File: src/hdl/conv_ctrl_params.svh
// constants of the converter sequencer
// assumes a 100 MHz pclk and a 32-bit apb port
`ifndef CONV_CTRL_PARAMS_SVH
`define CONV_CTRL_PARAMS_SVH

// register byte addresses
`define OFS_CONFIG0 12'h000
`define OFS_CONFIG1 12'h004
`define OFS_CONFIG2 12'h008
`define OFS_STATUS 12'h00C
`define OFS_RESULT 12'h010
`define OFS_COMMAND 12'h014

// config0 fields
`define F_INPUT_SELECT_HI 7
`define F_INPUT_SELECT_LO 4
`define F_GAIN_HI 3
`define F_GAIN_LO 1
`define F_GAIN_BYPASS 0
// config1 fields
`define F_DATA_RATE_HI 7
`define F_DATA_RATE_LO 5
`define F_OP_MODE_HI 4
`define F_OP_MODE_LO 3
`define F_CONVERSION_MODE 2
`define F_TEMP_SENSOR 1
// config2 fields
`define F_REF_SELECT_HI 7
`define F_REF_SELECT_LO 6
`define F_READY_ON_DOUT 1
`define F_SWITCH_ENABLE 0
// command register bits
`define F_CMD_START 0
`define F_CMD_SLEEP 1

// reset values
`define RST_CONFIG0 8'h00
`define RST_CONFIG1 8'h00
`define RST_CONFIG2 8'h00

// input select codes and the internal reference code
`define MUX_REF_MONITOR 4'h0C
`define MUX_SUPPLY_MONITOR 4'h0D
`define MUX_OFFSET_SHORT 4'h0E
`define REF_INTERNAL 2'h0

// serial commands, low bit ignored
`define CMD_START 7'h04
`define CMD_SLEEP 7'h01

// timing and temperature code width
`define SYS_CLK_MHZ 100
`define POR_TIME_US 50
`define POR_CYCLES (`POR_TIME_US * `SYS_CLK_MHZ)
`define START_DELAY_NORMAL 210
`define START_DELAY_TURBO 114
`define DIV_NORMAL 16
`define DIV_TURBO 8
`define DUTY_IDLE_PERIODS 3
`define TEMP_BITS 14

`endif

File: src/hdl/conv_ctrl_pkg.sv
// types shared by the converter sequencer
// assumes the numbers live in conv_ctrl_params.svh
package conv_ctrl_pkg;

    typedef enum logic [1:0] {
        op_normal = 2'b00,
        op_duty = 2'b01,
        op_turbo = 2'b10
    } op_mode_type;

    typedef enum logic [5:0] {
        st_por = 6'b000001,
        st_delay = 6'b000010,
        st_convert = 6'b000100,
        st_duty_wait = 6'b001000,
        st_idle = 6'b010000,
        st_down = 6'b100000
    } seq_state_type;

    // settings handed to the analog front end
    typedef struct packed {
        logic [3:0] input_select_field;
        logic [2:0] gain;
        logic gain_bypass;
        logic [1:0] ref_select;
        logic measure_temp;
        logic powered;
        logic osc_on;
        logic excitation_enable;
        logic switch_closed;
    } afe_ctrl_type;

    // three-stage pin synchroniser outputs
    typedef struct packed {
        logic cs_n;
        logic sclk;
        logic din;
    } spi_pins_type;

endpackage : conv_ctrl_pkg

File: src/hdl/conv_ctrl.sv
// sequencer of a 16-bit delta-sigma converter
// power-up, modes, monitors, serial commands, results
// assumes pclk is the system clock and the front end hands raw codes
// on afe_sample and afe_temp_code; registers sit behind apb
//
// Notes on behaviour
// - monitor channel bypasses the amplifier and forces gain of one
// - supply monitor code 1101 always uses the internal reference
// - code 1100 measures the selected reference pair and keeps the selected reference
// - an input select code shorts both amplifier inputs to mid-supply
// - temperature mode ignores config0 and uses the internal reference
// - temperature result is 14-bit left-justified, msb byte first
// - power-up reset of about 50 us loads defaults before communication
// - after power-up one default single conversion, then low power, ready falls
// - conversion mode bit set to one selects continuous conversions
// - single-shot converts once per start, then oscillator and analog off
// - single-shot config write starts or restarts one fresh conversion
// - continuous mode stores result and starts next conversion at once
// - continuous starts on start command after 210 or 114 clock periods
// - continuous mode config write restarts the ongoing conversion
// - normal mode default, modulator at clock over 16, rate from data rate field
// - duty-cycle converts as normal then idles three conversion periods
// - turbo mode runs the modulator at clock over 8
// - sleep finishes ongoing conversion, then powers down keeping configuration
// - start in power-down wakes and follows the conversion mode bit
// - config write in power-down wakes and starts exactly one conversion
// - serial port is spi mode 1; ready may also show on data out
// - ready output falls on new result, rises on next serial clock rising edge
// - start byte is 0000 100x, sleep byte is 0000 001x
// - analog results are 16-bit twos complement
`timescale 1ns/100ps
`default_nettype none
`include "conv_ctrl_params.svh"

module conv_ctrl #(
    parameter int unsigned por_cycles = `POR_CYCLES,
    parameter int unsigned conv_div = 1
) (
    // system
    input wire logic pclk,
    input wire logic presetn,
    // apb slave
    input wire logic psel,
    input wire logic penable,
    input wire logic pwrite,
    input wire logic [11:0] paddr,
    input wire logic [31:0] pwdata,
    output logic [31:0] prdata,
    output logic pready,
    output logic pslverr,
    // serial port
    input wire logic cs_n,
    input wire logic sclk,
    input wire logic din,
    output logic serial_out_ready_n,
    output logic serial_out_ready_n_oe,
    output logic result_ready_n,
    // analog front end
    input wire logic [15:0] afe_sample,
    input wire logic [13:0] afe_temp_code,
    output conv_ctrl_pkg::afe_ctrl_type afe_ctrl,
    output logic modulator_tick
);

    generate
        if (conv_div < 1 || conv_div > 2072) begin : g_bad_div
            $error("conv_div must lie between 1 and 2072");
        end
        if (por_cycles < 1) begin : g_bad_por
            $error("por_cycles must be at least 1");
        end
    endgenerate

    // register file
    logic [7:0] config0;
    logic [7:0] config1;
    logic [7:0] config2;
    logic [15:0] result;

    wire apb_access = psel && penable;
    wire apb_wr = apb_access && pwrite;
    wire sel_cfg0 = paddr == `OFS_CONFIG0;
    wire sel_cfg1 = paddr == `OFS_CONFIG1;
    wire sel_cfg2 = paddr == `OFS_CONFIG2;
    wire sel_status = paddr == `OFS_STATUS;
    wire sel_result = paddr == `OFS_RESULT;
    wire sel_cmd = paddr == `OFS_COMMAND;
    wire sel_any = sel_cfg0 || sel_cfg1 || sel_cfg2 || sel_status || sel_result || sel_cmd;

    conv_ctrl_pkg::seq_state_type state;
    conv_ctrl_pkg::seq_state_type next_state;
    wire in_por = state == conv_ctrl_pkg::st_por;
    // no access during power-up
    wire apb_ok = sel_any && !in_por;
    wire cfg_write = apb_wr && apb_ok && (sel_cfg0 || sel_cfg1 || sel_cfg2);

    // config fields
    wire [3:0] input_select_field = config0[`F_INPUT_SELECT_HI:`F_INPUT_SELECT_LO];
    wire [2:0] data_rate_field = config1[`F_DATA_RATE_HI:`F_DATA_RATE_LO];
    wire [1:0] op_mode_raw = config1[`F_OP_MODE_HI:`F_OP_MODE_LO];
    wire conversion_mode_bit = config1[`F_CONVERSION_MODE];
    wire temp_sensor_enable = config1[`F_TEMP_SENSOR];
    wire [1:0] ref_select = config2[`F_REF_SELECT_HI:`F_REF_SELECT_LO];
    wire ready_on_dout = config2[`F_READY_ON_DOUT];
    wire switch_enable = config2[`F_SWITCH_ENABLE];
    wire turbo = op_mode_raw == conv_ctrl_pkg::op_turbo;
    wire duty = op_mode_raw == conv_ctrl_pkg::op_duty;

    // serial pin synchronisers: first stage feeds only the second
    conv_ctrl_pkg::spi_pins_type pin_s1;
    conv_ctrl_pkg::spi_pins_type pin_s2;
    conv_ctrl_pkg::spi_pins_type pin_s3;
    conv_ctrl_pkg::spi_pins_type pin_q;
    conv_ctrl_pkg::spi_pins_type next_pin_q;
    always_ff @(posedge pclk or negedge presetn) begin
        if (!presetn) begin
            pin_s1 <= 3'b100;
            pin_s2 <= 3'b100;
            pin_s3 <= 3'b100;
            pin_q <= 3'b100;
        end else begin
            pin_s1 <= '{cs_n: cs_n, sclk: sclk, din: din};
            pin_s2 <= pin_s1;
            pin_s3 <= pin_s2;
            pin_q <= next_pin_q;
        end
    end

    // a pin change counts once the second and third stages agree
    genvar gp;
    generate
        for (gp = 0; gp < 3; gp++) begin : g_pin
            assign next_pin_q[gp] = (pin_s2[gp] == pin_s3[gp]) ? pin_s3[gp] : pin_q[gp];
        end
    endgenerate

    wire selected = !pin_q.cs_n;
    wire sclk_rise = selected && !pin_q.sclk && next_pin_q.sclk;
    wire sclk_fall = selected && pin_q.sclk && !next_pin_q.sclk;
    wire cs_fall = pin_q.cs_n && !next_pin_q.cs_n;

    // mode 1: din taken on falls, data out shifted on rises
    logic [2:0] bit_cnt;
    logic [7:0] rx_shift;
    logic [15:0] tx_shift;
    logic tx_active;
    wire [7:0] rx_byte = {rx_shift[6:0], next_pin_q.din};
    wire byte_done = sclk_fall && bit_cnt == 3'd7;
    wire spi_start = byte_done && rx_byte[7:1] == `CMD_START;
    wire spi_sleep = byte_done && rx_byte[7:1] == `CMD_SLEEP;
    wire start_cmd = spi_start || (apb_wr && apb_ok && sel_cmd && pwdata[`F_CMD_START]);
    wire sleep_cmd = spi_sleep || (apb_wr && apb_ok && sel_cmd && pwdata[`F_CMD_SLEEP]);

    // clocks per conversion and data rate, shortened by conv_div
    function automatic logic [31:0] conv_len(input logic [2:0] rate, input logic fast);
        logic [31:0] n;
        n = 32'h0000_0000;
        case (rate)
            3'd0: n = fast ? 32'd102384 : 32'd204768;
            3'd1: n = fast ? 32'd45560 : 32'd91120;
            3'd2: n = fast ? 32'd23064 : 32'd46128;
            3'd3: n = fast ? 32'd11832 : 32'd23664;
            3'd4: n = fast ? 32'd6232 : 32'd12464;
            3'd5: n = fast ? 32'd3448 : 32'd6896;
            default: n = fast ? 32'd2072 : 32'd4144;
        endcase
        conv_len = n / conv_div;
    endfunction

    wire [31:0] conv_cycles = conv_len(data_rate_field, turbo);
    wire [31:0] duty_cycles = conv_cycles * `DUTY_IDLE_PERIODS;
    wire [31:0] start_delay = turbo ? `START_DELAY_TURBO : `START_DELAY_NORMAL;
    wire [4:0] mod_div = turbo ? 5'(`DIV_TURBO) : 5'(`DIV_NORMAL);

    logic [31:0] count;
    logic continuous_run;
    logic sleep_pending;
    wire count_done = count == 32'h0000_0000;
    wire converting = state == conv_ctrl_pkg::st_convert || state == conv_ctrl_pkg::st_delay;
    wire conv_end = state == conv_ctrl_pkg::st_convert && count_done;

    // sequencer
    always_comb begin
        next_state = state;
        case (state)
            conv_ctrl_pkg::st_por: begin
                if (count_done) begin
                    next_state = conv_ctrl_pkg::st_convert;
                end
            end
            conv_ctrl_pkg::st_delay: begin
                if (start_cmd || cfg_write) begin
                    next_state = conv_ctrl_pkg::st_delay;
                end else if (count_done) begin
                    next_state = conv_ctrl_pkg::st_convert;
                end
            end
            conv_ctrl_pkg::st_convert: begin
                if (start_cmd || cfg_write) begin
                    next_state = conv_ctrl_pkg::st_delay;
                end else if (count_done) begin
                    if (sleep_pending || sleep_cmd) begin
                        next_state = conv_ctrl_pkg::st_down;
                    end else if (!continuous_run) begin
                        next_state = conv_ctrl_pkg::st_idle;
                    end else if (duty) begin
                        next_state = conv_ctrl_pkg::st_duty_wait;
                    end else begin
                        next_state = conv_ctrl_pkg::st_convert;
                    end
                end
            end
            conv_ctrl_pkg::st_duty_wait, conv_ctrl_pkg::st_idle: begin
                if (start_cmd || cfg_write) begin
                    next_state = conv_ctrl_pkg::st_delay;
                end else if (sleep_cmd) begin
                    next_state = conv_ctrl_pkg::st_down;
                end else if (state == conv_ctrl_pkg::st_duty_wait && count_done) begin
                    next_state = conv_ctrl_pkg::st_convert;
                end
            end
            conv_ctrl_pkg::st_down: begin
                if (start_cmd || cfg_write) begin
                    next_state = conv_ctrl_pkg::st_delay;
                end
            end
            default: next_state = conv_ctrl_pkg::st_por;
        endcase
    end

    logic [31:0] next_count;
    always_comb begin
        next_count = count - 32'h0000_0001;
        if (count_done) begin
            next_count = 32'h0000_0000;
        end
        if (next_state != state || (conv_end && next_state == conv_ctrl_pkg::st_convert)) begin
            case (next_state)
                conv_ctrl_pkg::st_delay: next_count = start_delay - 32'h0000_0001;
                conv_ctrl_pkg::st_convert: next_count = conv_cycles - 32'h0000_0001;
                conv_ctrl_pkg::st_duty_wait: next_count = duty_cycles - 32'h0000_0001;
                default: next_count = 32'h0000_0000;
            endcase
        end else if (state == conv_ctrl_pkg::st_delay && (start_cmd || cfg_write)) begin
            next_count = start_delay - 32'h0000_0001;
        end
    end

    // a start follows the mode bit; writes give one shot unless continuous conversions are running
    wire next_continuous = (start_cmd && !in_por) ? conversion_mode_bit
        : (cfg_write && !continuous_run) ? 1'b0
        : (state == conv_ctrl_pkg::st_down && cfg_write) ? 1'b0
        : continuous_run;

    always_ff @(posedge pclk or negedge presetn) begin
        if (!presetn) begin
            state <= conv_ctrl_pkg::st_por;
            count <= por_cycles - 1;
            continuous_run <= 1'b0;
            sleep_pending <= 1'b0;
        end else begin
            state <= next_state;
            count <= next_count;
            continuous_run <= next_continuous;
            // sleep waits for the conversion end
            sleep_pending <= converting && (sleep_pending || sleep_cmd) && !conv_end;
        end
    end

    // apb writes; configuration survives power-down
    always_ff @(posedge pclk or negedge presetn) begin
        if (!presetn) begin
            config0 <= `RST_CONFIG0;
            config1 <= `RST_CONFIG1;
            config2 <= `RST_CONFIG2;
        end else if (apb_wr && apb_ok) begin
            if (sel_cfg0) begin
                config0 <= pwdata[7:0];
            end
            if (sel_cfg1) begin
                config1 <= pwdata[7:0];
            end
            if (sel_cfg2) begin
                config2 <= pwdata[7:0];
            end
        end
    end

    // temperature code is left-justified
    wire [15:0] next_result = temp_sensor_enable
        ? {afe_temp_code, {(16 - `TEMP_BITS){1'b0}}}
        : afe_sample;
    always_ff @(posedge pclk or negedge presetn) begin
        if (!presetn) begin
            result <= 16'h0000;
        end else if (conv_end) begin
            result <= next_result;
        end
    end

    // a new result wins over the clearing edge
    always_ff @(posedge pclk or negedge presetn) begin
        if (!presetn) begin
            result_ready_n <= 1'b1;
        end else if (conv_end) begin
            result_ready_n <= 1'b0;
        end else if (sclk_rise) begin
            result_ready_n <= 1'b1;
        end
    end

    // result loads at select, or at a new result while no byte is in flight
    wire tx_load = cs_fall || (conv_end && bit_cnt == 3'd0 && !tx_active);
    always_ff @(posedge pclk or negedge presetn) begin
        if (!presetn) begin
            bit_cnt <= 3'd0;
            rx_shift <= 8'h00;
            tx_shift <= 16'h0000;
            tx_active <= 1'b0;
        end else if (!selected) begin
            // deselect resets the serial interface
            bit_cnt <= 3'd0;
            tx_active <= 1'b0;
            tx_shift <= conv_end ? next_result : result;
        end else begin
            if (sclk_fall) begin
                rx_shift <= rx_byte;
                bit_cnt <= bit_cnt + 3'd1;
            end
            if (tx_load) begin
                tx_shift <= conv_end ? next_result : result;
            end else if (sclk_rise) begin
                tx_shift <= {tx_shift[14:0], 1'b0};
                tx_active <= 1'b1;
            end
            if (byte_done && tx_active && tx_shift == 16'h0000) begin
                tx_active <= 1'b0;
            end
        end
    end

    // ready shows on data out until data bits shift
    logic next_dout;
    assign next_dout = (ready_on_dout && !tx_active) ? result_ready_n : tx_shift[15];
    always_ff @(posedge pclk or negedge presetn) begin
        if (!presetn) begin
            serial_out_ready_n <= 1'b1;
            serial_out_ready_n_oe <= 1'b0;
        end else begin
            serial_out_ready_n <= (conv_end && ready_on_dout && !tx_active) ? 1'b0 : next_dout;
            serial_out_ready_n_oe <= selected;
        end
    end

    // modulator clock divider
    logic [4:0] mod_cnt;
    wire mod_running = converting || state == conv_ctrl_pkg::st_por;
    always_ff @(posedge pclk or negedge presetn) begin
        if (!presetn) begin
            mod_cnt <= 5'd0;
            modulator_tick <= 1'b0;
        end else begin
            mod_cnt <= (!mod_running || mod_cnt >= mod_div - 5'd1) ? 5'd0 : mod_cnt + 5'd1;
            modulator_tick <= mod_running && mod_cnt == mod_div - 5'd1;
        end
    end

    // analog front end steering
    wire monitor = input_select_field == `MUX_REF_MONITOR
        || input_select_field == `MUX_SUPPLY_MONITOR;
    conv_ctrl_pkg::afe_ctrl_type next_afe;
    always_comb begin
        next_afe.input_select_field = input_select_field;
        next_afe.gain = config0[`F_GAIN_HI:`F_GAIN_LO];
        next_afe.gain_bypass = config0[`F_GAIN_BYPASS];
        next_afe.ref_select = ref_select;
        next_afe.measure_temp = temp_sensor_enable;
        if (monitor) begin
            next_afe.gain = 3'd0;
            next_afe.gain_bypass = 1'b1;
            // supply monitor has no external pair to keep
            next_afe.ref_select = (input_select_field == `MUX_SUPPLY_MONITOR)
                ? `REF_INTERNAL : ref_select;
        end
        if (temp_sensor_enable) begin
            next_afe.input_select_field = 4'h0;
            next_afe.gain = 3'd0;
            next_afe.gain_bypass = 1'b0;
            next_afe.ref_select = `REF_INTERNAL;
        end
        next_afe.powered = mod_running;
        next_afe.osc_on = mod_running;
        next_afe.excitation_enable = state != conv_ctrl_pkg::st_down;
        next_afe.switch_closed = switch_enable && state != conv_ctrl_pkg::st_down
            && state != conv_ctrl_pkg::st_por;
    end
    always_ff @(posedge pclk or negedge presetn) begin
        if (!presetn) begin
            afe_ctrl <= '0;
        end else begin
            afe_ctrl <= next_afe;
        end
    end

    // apb read and answer: zero wait states
    wire [31:0] status_word = {24'h00_0000, continuous_run, sleep_pending, state};
    assign pready = 1'b1;
    assign pslverr = apb_access && !apb_ok;
    assign prdata = !(psel && !pwrite && apb_ok) ? 32'h0000_0000
        : sel_cfg0 ? {24'h00_0000, config0}
        : sel_cfg1 ? {24'h00_0000, config1}
        : sel_cfg2 ? {24'h00_0000, config2}
        : sel_status ? status_word
        : sel_result ? {16'h0000, result}
        : 32'h0000_0000;

endmodule : conv_ctrl
`default_nettype wire

File: config.mk
export PLATFORM = sky130hd
export DESIGN_NAME = conv_ctrl
export DESIGN_NICKNAME = d
export VERILOG_FILES = /design/src/hdl/conv_ctrl_pkg.sv /design/src/hdl/conv_ctrl.sv
export VERILOG_INCLUDE_DIRS = /design/src /design/src/hdl
export SDC_FILE = /design/constraint.sdc
export NUM_CORES = 1
export LEC_CHECK = 0
export ABC_AREA = 1
export BUFFER_PORTS_ARGS = -buffer_cell sky130_fd_sc_hd__buf_4
export CORE_MARGIN = 1.5
export CORE_UTILIZATION = 40
export DETAILED_ROUTE_END_ITERATION = 6
export GPL_ROUTABILITY_DRIVEN = 0
export GPL_TIMING_DRIVEN = 0
export SYNTH_ARGS = -nofsm -noshare
export SYNTH_HDL_FRONTEND = slang
export SYNTH_SLANG_ARGS = --single-unit
File: constraint.sdc
create_clock -name pclk -period 6.95 [get_ports pclk]
set_input_delay 1.39 -clock pclk [delete_from_list [all_inputs] [get_ports pclk]]
set_output_delay 1.39 -clock pclk [all_outputs]
set_load 0.005 [all_outputs]
==> results.cfg <==
[yosys]
synth_top_area_cell = dfrtp_1
synth_top_family_by_area = simple AND/OR/NAND/NOR gates
synthMuxAreaShare_pct = 0
synth-compound-area-share_pct = 12.3
yosysTopAreaCellShare_pct = 33.9
synth-simple-area-share_pct = 28.9
yosys_warnings = 0
syn_avg_cell_area_um2 = 7.56
synthAdderAreaFrac_pct = 5.99
synth-seq-cells = 142
netlist_area_um2 = 9440
synth_xor_xnor_area_share_pct = 4.36
syn_inst = 1249
synth_seq_area_share_pct = 37.8
yosysUniqueCellTypes = 53
ys_top_cells_by_area = dfrtp_1 34%, nand2_1 10%, inv_1 6.6%

[critical_path]
crit_required_ns = 5.56
start_kind = input port
path_cells = buf_4 -> nor2_1 -> nand2_1 -> nor2_4 -> nand2_4 -> nand2_1 -> inv_2 -> a21oi_1 -> nand3_1 -> clkbuf_1 -> a211oi_1 -> buf_4
crit_path_max_incr_delay_ns = 0.35
crit_fanout = 10
worstSetupEndpointType = output port
critPathSlowestCell = clkbuf_1
cp.arrival_ns = 3.60
worstSetupPathType = in2out

[die]
num_io_pins = 135
core_area_um2 = 23300
die_h_um = 157
initial_utilization_pct = 40.4
die_x_um = 157
rows = 56
die_area_um2 = 24500

[final_layout]
insertedDiodeCount = 0
layout-drive-gt1-share_pct = 16.1
syn_to_final_growth_pct = 18.8
layout_commonest_cell = nand2_1
layout_common_cells = 260 x nand2_1, 167 x inv_1, 128 x dfrtp_1, 111 x buf_4, 110 x nor2_1
final_nets = 1502

[timing]
setup_tns_ns = 0
period_share_pct = 71.7
period_minus_slack_ns = 4.99
setup_ws_ns = 1.96
fin_skew_ns = 0.0224
worstMarginPinSlew_ns = 0.706
slew_violations = 0
setup_viol = 0
fmaxAchievable_ghz = 0.201
slew_headroom_pct = 52.5
rsz0062_at_grt = no
finalHoldViolations = 0

[global_route]
grt_pass1_wl_mm = 41.7
antenna_found_initial = 0
grt-ovfl-total = 0
grt_max_degree = 84
grt_pass1_vias = 8345
grt_usage_pct = 21.3

[clocking]
cts_setup_buffers = 0
postCtsHoldBufs = 0
root_buffer = clkbuf_16
clk_path_buf_depth = 2
clk-insertion-delay-late_ns = 0.43
htree_levels = 4
clock_sinks = 142
clkTransAtPathRegs_ns = 0.06
numCtsBuffers = 17
cts_resized = 0
cts_tree = built

[min_path]
hold_class = reg2reg

[pwr]
switching_share_pct = 38.7
p_comb_share_pct = 37.3
power_density_nw_per_um2 = 292
seq_power_share_pct = 34.4
max-vdd-ir-drop_v = 0.000167
p_sw_mw = 1.26
p_int_mw = 2.00
power.share.clock_pct = 28.4
leakage_nw = 5.62

[route]
wirelength_mm = 25.4
vias = 8680
dr.pass1.iters = 5
drc = 0
viasPerCell = 5.08
ant_nets = 0
wl_per_cell_um = 14.8
drt_iter0_drc = 549

[placement]
dp_slack_ns = 1.99
dp_hpwl_mm = 19.2
numPortBuffers = 93

[flow_run]
cap_violations = 0

[outcome]
status = complete, no violations
## cell usage after synthesis (all sizes together)
cell and number:
a211oi 8, o22ai 17, a221oi 1, clkbuf 23, a41oi 1, xor2 27, nor3b 11, ha 42
o21ai 70, fa 1, o211ai 17, o221a 1, nand3 83, o21a 1, and2 1, buf 32
clkinv 4, o311ai 1, inv 180, a21oi 38, nand2 271, o2111ai 1, or3b 1, dfrtp 128
nor3 32, nor4 14, nor2 121, conb 2, dfstp 14, or2 4, o31ai 4, xnor2 20
o221ai 11, a2111oi 1, maj3 2, o21bai 16, nand4 48
## flip-flops by register name, summed over array words and instances, names as in the netlist, 6 cells and up
name,count
afe_ctrl,14
config0,8
config1,8
config2,8
count,32
result,16
rx_shift,7
state,6
tx_shift,16
## final cells by class
| class | instances | area [um^2] |
|---|---|---|
| buffer | 55 | 300 |
| clock buffer | 19 | 433 |
| clock inverter | 13 | 155 |
| fill | 2313 | 12100 |
| inverter | 184 | 691 |
| multi-input combinational | 883 | 4930 |
| sequential | 142 | 3570 |
| tap | 319 | 399 |
| timing repair buffer | 94 | 729 |
## power groups by stage
stage | combinational, mW | sequential [mW] | clock [mW]
floorplan | 0.929 | 1.10 | 0
global route | 1.37 | 1.15 | 0.978
global placement | 1.19 | 1.13 | 0
detailed placement | 1.21 | 1.13 | 0
finish | 1.22 | 1.12 | 0.927
CTS | 1.22 | 1.12 | 0.945
## cells by family (layout without fill, tap and decap cells)
group,after synthesis,after routing
DFF,142,142
buffers and inverters,239,365
AOI/OAI and AO/OA,188,188
other,2,17
and+or+nand+nor,586,586
xor gates and xnor gates,47,47
adders and majority gates,45,45
## worst max-delay path, delay by kind of cell
kind / cells / cell delay (ns)
buf+inv: 4 / 0.67
compound gates: 2 / 0.60
simple gates: 6 / 0.94
## final timing paths
path / cells after the start / slack (ns) / start / to
min in group asynchronous: 1 / 0.95 / presetn / count[26]
worst max-delay path: 12 / 1.96 / paddr[11] / prdata[7]
max in group asynchronous: 2 / 5.19 / presetn / serial_out_ready_n
worst min register to register: 0 / 0.35 / pin_s1[0] / pin_s2[0]
worst min-delay path: 0 / 0.35 / pin_s1[0] / pin_s2[0]
worst max register to register: 24 / 2.07 / config1[3] / count[29]
## layer usage
layer | up-vias | track usage (%) | wire length [um]
met1 | 4044 | 29.2 | 11900
met3 | 25 | 3.32 | 1290
li1 | 4360 | - | -
met5 | - | 0 | 0
met2 | 251 | 35.3 | 11800
met4 | 0 | 5.17 | 363
## stage by stage
stage | instances | hold slack [ns] | area (um^2) | utilization (%) | power [mW]
after global placement | 1676 | 0.340 | 10600 | 45.4 | 2.32
after global routing | 1709 | 0.360 | 11200 | 48.0 | 3.49
after floorplan | 1264 | 0.331 | 9490 | - | 2.03
final | 1709 | 0.348 | 11200 | 48.0 | 3.27
after detailed placement | 1677 | 0.335 | 10600 | 45.5 | 2.35
after CTS | 1709 | 0.349 | 11200 | 48.0 | 3.29
Note: power is estimated with default switching activity, not from simulation.
